## src/usbirq_pkg.sv

```systemverilog
// package: register map, field layout and shared types for the usb interrupt logic
package usbirq_pkg;

   // ----------------------------------------
   // register byte addresses
   // ----------------------------------------
   localparam logic [11:0] STATUS_FLAGS_ADDR   = 12'h000;
   localparam logic [11:0] STATUS_ENABLES_ADDR = 12'h004;
   localparam logic [11:0] ERROR_FLAGS_ADDR    = 12'h008;
   localparam logic [11:0] ERROR_ENABLES_ADDR  = 12'h00c;
   localparam logic [11:0] CONTROL_ADDR        = 12'h010;
   localparam logic [11:0] DEVICE_ADDR_ADDR    = 12'h014;

   // ----------------------------------------
   // status flag bit positions
   // ----------------------------------------
   localparam int BUS_RESET_BIT   = 0;
   localparam int ERR_SUMMARY_BIT = 1;
   localparam int ACTIVITY_BIT    = 2;
   localparam int TRN_DONE_BIT    = 3;
   localparam int IDLE_BIT        = 4;
   localparam int STALL_BIT       = 5;
   localparam int FRAME_START_BIT = 6;

   // ----------------------------------------
   // implemented bit masks and reset values
   // ----------------------------------------
   localparam logic [7:0] STATUS_IMPL_MASK = 8'h7f;
   localparam logic [7:0] STATUS_WR_MASK   = 8'h7d;
   localparam logic [7:0] ERROR_IMPL_MASK  = 8'h9f;
   localparam logic [7:0] REG8_RESET       = 8'h00;
   localparam logic [6:0] DEV_ADDR_RESET   = 7'h00;

   // ----------------------------------------
   // timing
   // ----------------------------------------
   localparam int CLK_PERIOD_NS = 10;
   localparam int IDLE_TIME_MS  = 3;
   localparam int IDLE_CYCLES   = (IDLE_TIME_MS * 1000000 + CLK_PERIOD_NS - 1) / CLK_PERIOD_NS;

   // ----------------------------------------
   // carriers
   // ----------------------------------------
   typedef struct packed {
      logic frame_start;
      logic stall_sent;
      logic trn_done;
      logic bus_reset;
      logic bus_active;
   } usbirq_event_t;

   typedef struct packed {
      logic stuffing;
      logic turnaround_timeout;
      logic field_size;
      logic data_crc;
      logic token_crc;
      logic packet_id;
   } usbirq_error_t;

endpackage : usbirq_pkg

```

## src/usbirq_top.sv

```systemverilog
// module: two-level usb interrupt logic with an ahb-lite register slave
//
// Function
// RULE_01 - one irq line from enabled status flags
// RULE_02 - irq is or of enable-gated flags
// RULE_03 - flags latch regardless of enable bits
// RULE_04 - flags hold until software writes zero
// RULE_05 - software write of one sets flag
// RULE_06 - enables sit at matching bit positions
// RULE_07 - error summary is or of masked errors
// RULE_08 - error summary is read-only, follows errors
// RULE_09 - bit 6 frame start, bit 5 stall
// RULE_10 - bit 4 after 3 ms idle
// RULE_11 - bit 3 transaction done, clear advances fifo
// RULE_12 - bit 2 on d+/d- activity
// RULE_13 - bit 0 bus reset, address zeroed
// RULE_14 - activity clear ignored while suspended/waking
// RULE_15 - activity flag once per resume
// RULE_16 - error flags set immediately on detection
// RULE_17 - error bit 7 bit stuff violation
// RULE_18 - error bit 4 turnaround timeout
// RULE_19 - error bit 3 data field size
// RULE_20 - error bit 2 crc16, bit 1 crc5
// RULE_21 - error bit 0 pid check failure
//
// Decided for this implementation: register access over AHB-Lite and the register addresses.
`timescale 1ns/1ps
module usbirq_top #(
   parameter int IDLE_CYCLES = usbirq_pkg::IDLE_CYCLES,
   parameter int WAKE_CYCLES = 4
) (
   input  wire logic                      hclk,
   input  wire logic                      hresetn,
   input  wire logic                      hsel,
   input  wire logic [31:0]               haddr,
   input  wire logic [1:0]                htrans,
   input  wire logic                      hwrite,
   input  wire logic [2:0]                hsize,
   input  wire logic [31:0]               hwdata,
   input  wire logic                      hready,
   output logic      [31:0]               hrdata,
   output logic                           hreadyout,
   output logic                           hresp,
   input  wire usbirq_pkg::usbirq_event_t events,
   input  wire usbirq_pkg::usbirq_error_t errors,
   input  wire logic                      line_idle,
   output logic                           core_usb_irq_flag,
   output logic                           fifo_advance,
   output logic      [6:0]                device_address_reg,
   output logic                           suspend_control_bit
);

   // ----------------------------------------
   // state
   // ----------------------------------------
   typedef struct packed {
      logic        wr_pend;
      logic        rd_pend;
      logic [5:0]  word;
      logic [31:0] rdata;
      logic [7:0]  st_flags;
      logic [7:0]  st_en;
      logic [7:0]  er_flags;
      logic [7:0]  er_en;
      logic [6:0]  dev_addr;
      logic        suspend;
      logic [3:0]  wake_cnt;
      logic [31:0] idle_cnt;
      logic        idle_seen;
      logic        fifo_adv;
      logic        irq;
   } usbirq_state_t;

   usbirq_state_t s_q;
   usbirq_state_t s_d;

   logic [7:0] er_set;
   logic [7:0] st_set;
   logic [7:0] wbyte;
   logic       act_clr_ok;

   // ----------------------------------------
   // event collection
   // ----------------------------------------
   always_comb begin
      er_set = 8'h00;
      er_set[7] = errors.stuffing;                  // RULE_17
      er_set[4] = errors.turnaround_timeout;        // RULE_18
      er_set[3] = errors.field_size;                // RULE_19
      er_set[2] = errors.data_crc;                  // RULE_20
      er_set[1] = errors.token_crc;                 // RULE_20
      er_set[0] = errors.packet_id;                 // RULE_21
      st_set = 8'h00;
      st_set[usbirq_pkg::FRAME_START_BIT] = events.frame_start;  // RULE_09
      st_set[usbirq_pkg::STALL_BIT]       = events.stall_sent;   // RULE_09
      st_set[usbirq_pkg::TRN_DONE_BIT]    = events.trn_done;     // RULE_11
      st_set[usbirq_pkg::BUS_RESET_BIT]   = events.bus_reset;    // RULE_13
      // only one activity flag per resume from idle
      st_set[usbirq_pkg::ACTIVITY_BIT]    = events.bus_active & s_q.idle_seen; // RULE_12 RULE_15
      st_set[usbirq_pkg::IDLE_BIT] = (s_q.idle_cnt == 32'(IDLE_CYCLES - 1)) & line_idle; // RULE_10
   end

   assign wbyte      = hwdata[7:0];
   assign act_clr_ok = ~s_q.suspend & (s_q.wake_cnt == 4'h0); // RULE_14

   // ----------------------------------------
   // next state
   // ----------------------------------------
   always_comb begin
      s_d = s_q;
      s_d.fifo_adv = 1'b0;

      // address phase capture
      s_d.wr_pend = 1'b0;
      s_d.rd_pend = 1'b0;
      if (hsel && hready && htrans[1]) begin
         s_d.wr_pend = hwrite;
         s_d.rd_pend = ~hwrite;
         s_d.word    = haddr[7:2];
      end

      // idle timer counts continuous idle
      if (!line_idle) begin
         s_d.idle_cnt = 32'h0;
      // saturate one past the match so a long idle raises the flag only once
      end else if (s_q.idle_cnt != 32'(IDLE_CYCLES)) begin
         s_d.idle_cnt = s_q.idle_cnt + 32'h1;
      end
      if (st_set[usbirq_pkg::IDLE_BIT]) begin
         s_d.idle_seen = 1'b1;                       // RULE_15
      end
      if (st_set[usbirq_pkg::ACTIVITY_BIT]) begin
         s_d.idle_seen = 1'b0;                       // RULE_15
      end

      if (s_q.wake_cnt != 4'h0) begin
         s_d.wake_cnt = s_q.wake_cnt - 4'h1;
      end

      // software writes in data phase
      if (s_q.wr_pend) begin
         case ({s_q.word, 2'b00})
            usbirq_pkg::STATUS_FLAGS_ADDR[7:0]: begin
               // zero clears, one sets; summary bit untouched
               s_d.st_flags = wbyte & s_q.st_flags & usbirq_pkg::STATUS_WR_MASK; // RULE_04
               s_d.st_flags = s_d.st_flags | (wbyte & usbirq_pkg::STATUS_WR_MASK); // RULE_05
               if (!act_clr_ok) begin
                  s_d.st_flags[usbirq_pkg::ACTIVITY_BIT] =
                     s_q.st_flags[usbirq_pkg::ACTIVITY_BIT] | wbyte[usbirq_pkg::ACTIVITY_BIT]; // RULE_14
               end
               if (s_q.st_flags[usbirq_pkg::TRN_DONE_BIT] &&
                   !wbyte[usbirq_pkg::TRN_DONE_BIT]) begin
                  s_d.fifo_adv = 1'b1;               // RULE_11
               end
            end
            usbirq_pkg::STATUS_ENABLES_ADDR[7:0]: begin
               s_d.st_en = wbyte & usbirq_pkg::STATUS_IMPL_MASK; // RULE_06
            end
            usbirq_pkg::ERROR_FLAGS_ADDR[7:0]: begin
               s_d.er_flags = wbyte & s_q.er_flags; // RULE_04
            end
            usbirq_pkg::ERROR_ENABLES_ADDR[7:0]: begin
               s_d.er_en = wbyte & usbirq_pkg::ERROR_IMPL_MASK; // RULE_06
            end
            usbirq_pkg::CONTROL_ADDR[7:0]: begin
               if (s_q.suspend && !wbyte[0]) begin
                  s_d.wake_cnt = 4'(WAKE_CYCLES);
               end
               s_d.suspend = wbyte[0];
            end
            usbirq_pkg::DEVICE_ADDR_ADDR[7:0]: begin
               s_d.dev_addr = wbyte[6:0];
            end
            default: begin
            end
         endcase
      end

      // hardware set wins over software clear
      s_d.er_flags = s_d.er_flags | er_set;          // RULE_03 RULE_16
      s_d.st_flags = s_d.st_flags | st_set;          // RULE_03
      if (events.bus_reset) begin
         s_d.dev_addr = usbirq_pkg::DEV_ADDR_RESET;  // RULE_13
      end

      // summary tracks masked errors, never software
      s_d.st_flags[usbirq_pkg::ERR_SUMMARY_BIT] = |(s_d.er_flags & s_d.er_en); // RULE_07 RULE_08
      s_d.st_flags[7] = 1'b0;
      s_d.irq = |(s_d.st_flags & s_d.st_en);         // RULE_01 RULE_02

      // read data
      s_d.rdata = 32'h0;
      if (hsel && hready && htrans[1] && !hwrite) begin
         case ({haddr[7:2], 2'b00})
            usbirq_pkg::STATUS_FLAGS_ADDR[7:0]:   s_d.rdata = {24'h0, s_d.st_flags};
            usbirq_pkg::STATUS_ENABLES_ADDR[7:0]: s_d.rdata = {24'h0, s_d.st_en};
            usbirq_pkg::ERROR_FLAGS_ADDR[7:0]:    s_d.rdata = {24'h0, s_d.er_flags};
            usbirq_pkg::ERROR_ENABLES_ADDR[7:0]:  s_d.rdata = {24'h0, s_d.er_en};
            usbirq_pkg::CONTROL_ADDR[7:0]:        s_d.rdata = {31'h0, s_d.suspend};
            usbirq_pkg::DEVICE_ADDR_ADDR[7:0]:    s_d.rdata = {25'h0, s_d.dev_addr};
            default:                              s_d.rdata = 32'h0;
         endcase
      end
   end

   // ----------------------------------------
   // registers
   // ----------------------------------------
   always_ff @(posedge hclk or negedge hresetn) begin
      if (!hresetn) begin
         s_q <= '0;
      end else begin
         s_q <= s_d;
      end
   end

   // ----------------------------------------
   // outputs
   // ----------------------------------------
   assign hrdata              = s_q.rdata;
   assign hreadyout           = 1'b1;
   assign hresp               = 1'b0;
   assign core_usb_irq_flag   = s_q.irq;
   assign fifo_advance        = s_q.fifo_adv;
   assign device_address_reg  = s_q.dev_addr;
   assign suspend_control_bit = s_q.suspend;

endmodule : usbirq_top

```

## config.mk

```make
export PLATFORM = sky130hd
export DESIGN_NAME = usbirq_top
export DESIGN_NICKNAME = d
export VERILOG_FILES = /design/src/usbirq_pkg.sv /design/src/usbirq_top.sv
export SDC_FILE = /design/constraint.sdc
export NUM_CORES = 1
export LEC_CHECK = 0
export ABC_AREA = 1
export BUFFER_PORTS_ARGS = -buffer_cell sky130_fd_sc_hd__buf_2
export CORE_MARGIN = 2
export CORE_UTILIZATION = 42
export CTS_BUF_LIST = sky130_fd_sc_hd__clkbuf_16
export DETAILED_ROUTE_END_ITERATION = 12
export GPL_TIMING_DRIVEN = 0
export HOLD_SLACK_MARGIN = 0.15
export PLACE_DENSITY_LB_ADDON = 0.25
export SYNTH_ARGS = -nofsm -noshare
export SYNTH_HDL_FRONTEND = slang
export SYNTH_SLANG_ARGS = --single-unit
```

## constraint.sdc

```tcl
create_clock -name hclk -period 1.7 [get_ports hclk]
set_input_delay 0.34 -clock hclk [delete_from_list [all_inputs] [get_ports hclk]]
set_output_delay 0.34 -clock hclk [all_outputs]
set_load 0.03 [all_outputs]
```

==> reports/summary.log <==
INFO  timing         timing.final.crit_period=1.75ns
INFO  synth          main_combinational_cell_family_by_area_after_synthesis=simple AND/OR/NAND/NOR gates
INFO  outcome        failed_checks=DRC, setup timing
INFO  finish         largest_reg_flops=74
INFO  synth          synth-seq-area-share=46.1%
INFO  global_route   track_usage=19.5%
INFO  critical_path  worstSetupPathType=reg -> reg
INFO  min_path       worstHoldPathCells=2
INFO  route          drt-wirelength-per-cell=13.5µm
INFO  route          drt_iter0_markers=285
INFO  route          detailroute.via_count=4454
INFO  finish         proportion_of_layout_cells_with_a_drive_suffix_above_1=31.4%
INFO  die            num_io_pins=130
INFO  critical_path  startpoint_type=flop
INFO  timing         tightest_slew=0.949ns
INFO  critical_path  timing.reg2reg.setup_slack=-0.05ns
INFO  critical_path  crit_arrival=2.01ns
INFO  timing         setup_slack=-0.0519ns
INFO  finish         layout_area_overhead=27.9%
INFO  placed_design  dp_hpwl=8.52mm
INFO  global_route   globalRoute.totalOverflow=0
INFO  placed_design  gp_congestion=0.850
INFO  route          finalWirelength=12.2mm
INFO  timing         finalHoldViolCount=0
INFO  global_route   grt_pass1_wl=19.8mm
INFO  die            die-area=12800µm²
INFO  power_and_ir_drop worst_ir_drop_vdd=0.000617V
INFO  outcome        run_status=finished, violations left
INFO  synth          synth_flop_cell=dfrtp_1
INFO  clock_tree     tritoncts=built
INFO  power_and_ir_drop power.density_cell_area=856nW/µm²
INFO  die            core=11500µm²
INFO  route          dr_wl_met2=6.18mm
INFO  synth          synth.lib_cells_used.distinct=40
INFO  clock_tree     number_of_buffers_inserted_during_clock_tree_synthesis=9
INFO  die            floorplan.die.height=113µm
INFO  route          count_of_unresolved_drc_violations_after_routing=3
INFO  timing         slew-limit-headroom=36.3%
INFO  synth          synthesized_area_fraction_occupied_by_adder_cells=1.00%
INFO  timing         grt_setup_unrepaired=true
INFO  timing         finalHoldWorstSlack=0.190ns
INFO  synth          yosys_register_bits=92
INFO  synth          synthesis.instances=635
INFO  clock_tree     clock_latency=0.35ns
INFO  finish         layout_nets=844
INFO  critical_path  path_max_fanout=3
INFO  placed_design  numPortBuffers=48
INFO  critical_path  worst_ep_required_time=1.95ns
INFO  route          vias_per_cell=4.94
INFO  route          drt.antenna.violating_nets=0
INFO  job            cap_violations=0
INFO  timing         setup_tns=-0.167ns
INFO  die            floorplan.rows=39
INFO  clock_tree     cts.htree.levels=3
INFO  timing         drv_slew=0
INFO  die            starting_density=43.4%
INFO  min_path       hold_path_startpoint=events[0]
INFO  clock_tree     cts.sink_count=92
INFO  timing         timing.final.crit_share=103%
INFO  synth          synthArstFlopShare=100%
INFO  timing         fmax=571MHz
INFO  min_path       timing.hold.worst_endpoint=s_q[2]
INFO  global_route   first_global_vias=4244
INFO  synth          synth_enable_flop_cells=0
INFO  min_path       classification_of_the_worst_slack_hold_path=in -> reg
INFO  route          wirelength_met1=5.18mm
INFO  route          wl_met3=538µm
INFO  clock_tree     cts-root-buf=clkbuf_16
INFO  critical_path  worstReg2RegStart=s_q[13]
INFO  finish         antenna_cells=0
INFO  critical_path  reg2reg_to=hrdata[4]
INFO  timing         fin_skew=0.0107ns
INFO  route          dr.pass1.iters=9
INFO  synth          synth_compound_gate_area_share=10.9%
INFO  synth          synth_xor_xnor_area_share=0.351%
INFO  synth          synth.area.mux_share=0%
INFO  timing         setup_violations=6
INFO  synth          synth_area_per_cell=7.86µm²
INFO  clock_tree     clk_pin_slew=0.07ns
INFO  critical_path  reg2regPathDepth=8
INFO  power_and_ir_drop leakage=3.16nW
INFO  die            die_width=113µm
INFO  critical_path  setup.worst_path.end_class=flop
INFO  synth          ys_warn_count=0
INFO  global_route   antenna_found_initial=0
INFO  global_route   grt_start_max_net_pins=60
INFO  clock_tree     cts_max_path_buffers=2
INFO  synth          syn_area=4990µm²
INFO  route          highest-signal-layer=met4
INFO  synth          synth_simple_gate_area_share=28.9%
-- where the power goes --
group          switching, mW  total (mW)  internal (mW)
clock network          0.869        2.00           1.13
logic                  0.601       0.992          0.390
registers              0.116        2.47           2.35
total                   1.59        5.46           3.88
-- logic make-up (layout without fill, tap and decap cells) --
group | Yosys count | after routing
adder cells (fa/ha/maj) | 4 | 4
AND/OR/NAND/NOR | 314 | 315
other | 2 | 26
AO/OA/AOI/OAI | 98 | 98
buffers and inverters | 123 | 222
flip-flops | 92 | 92
XOR/XNOR | 2 | 2
-- per-layer routing --
metal | vias to the layer above | global-route usage [%]
li1 | 2234 | -
met1 | 2079 | 25.5
met2 | 118 | 32.6
met3 | 23 | 3.16
met4 | 0 | 8.13
met5 | - | 0
-- layout by cell type, fill, tap and decap left out, types with 9 or more instances in the layout --
cell type / count
o21ai_0: 29
nand2_2: 18
inv_1: 66
nand2_1: 152
conb_1: 26
nor2_1: 39
buf_4: 73
nand4_1: 13
buf_2: 47
nor3_1: 11
nand3_1: 18
clkbuf_16: 9
nor2_4: 14
a21oi_1: 35
nor3_2: 11
dfrtp_1: 89
-- synthesized netlist by cell type (7+ instances only) --
master     n  share of area, %
dfrtp_1   92                46
nand3_1   24               2.4
nor2_1    48               3.6
nand2_1  170                13
nor3_1    19               1.9
and3_1     7              0.88
a21oi_1   41               4.1
nand4_1   13               1.6
buf_4     42               6.3
inv_1     71               5.3
or2_2      7              0.88
o21ai_0   32               3.2
-- cell type report --
class / instances / area (µm²)
Sequential cell: 92 / 2310
Timing Repair Buffer: 83 / 536
Buffer: 49 / 357
Tap cell: 143 / 179
Inverter: 74 / 278
Clock inverter: 7 / 66.3
Fill cell: 1073 / 5130
Multi-Input combinational cell: 445 / 2440
Clock buffer: 9 / 225
-- per-stage QoR --
stage          area [µm²]  power [mW]  util [%]  setup WS, ns  std cells
4_1_cts              6010        5.40      52.2       -0.0378        881
6_report             6380        5.46      55.4       -0.0519        902
5_1_grt              6380        5.75      55.4        -0.225        902
3_3_place_gp         5500        3.25      47.8        -0.629        850
2_1_floorplan        5080        3.06         -         0.143        659
3_5_place_dp         5530        3.30      48.0        -0.282        851
-- critical path, stage by stage, from the launching register on --
cell and delay (ns):
dfrtp_1 0.41, buf_4 0.15, nor3_2 0.19, nand4_1 0.25
nor2_2 0.19, nand2_1 0.07, nand2_1 0.11, nand2_1 0.06
a31oi_1 0.21
-- worst max-delay path by stage --
stage / from / endpoint / slack [ns] / cells after the start
2_1_floorplan: s_q[35] / core_usb_irq_flag / 0.14 / 11
3_5_place_dp: haddr[7] / hrdata[0] / -0.28 / 6
3_3_place_gp: hresetn / s_q[116] / -0.63 / 1
6_report: s_q[13] / hrdata[4] / -0.05 / 8
5_1_grt: s_q[13] / hrdata[4] / -0.22 / 8
4_1_cts: s_q[115] / hrdata[1] / -0.04 / 11
-- repair_timing --
item	4_1_cts	5_1_grt
buffers inserted	12	21
endpoints found under the hold margin	33	0
gates cloned	1	0
gates resized for setup	25	59
pin swaps	20	30
hold buffers	1	0
endpoints found under the setup margin	16	28
Note: power is estimated with default switching activity, not from simulation.
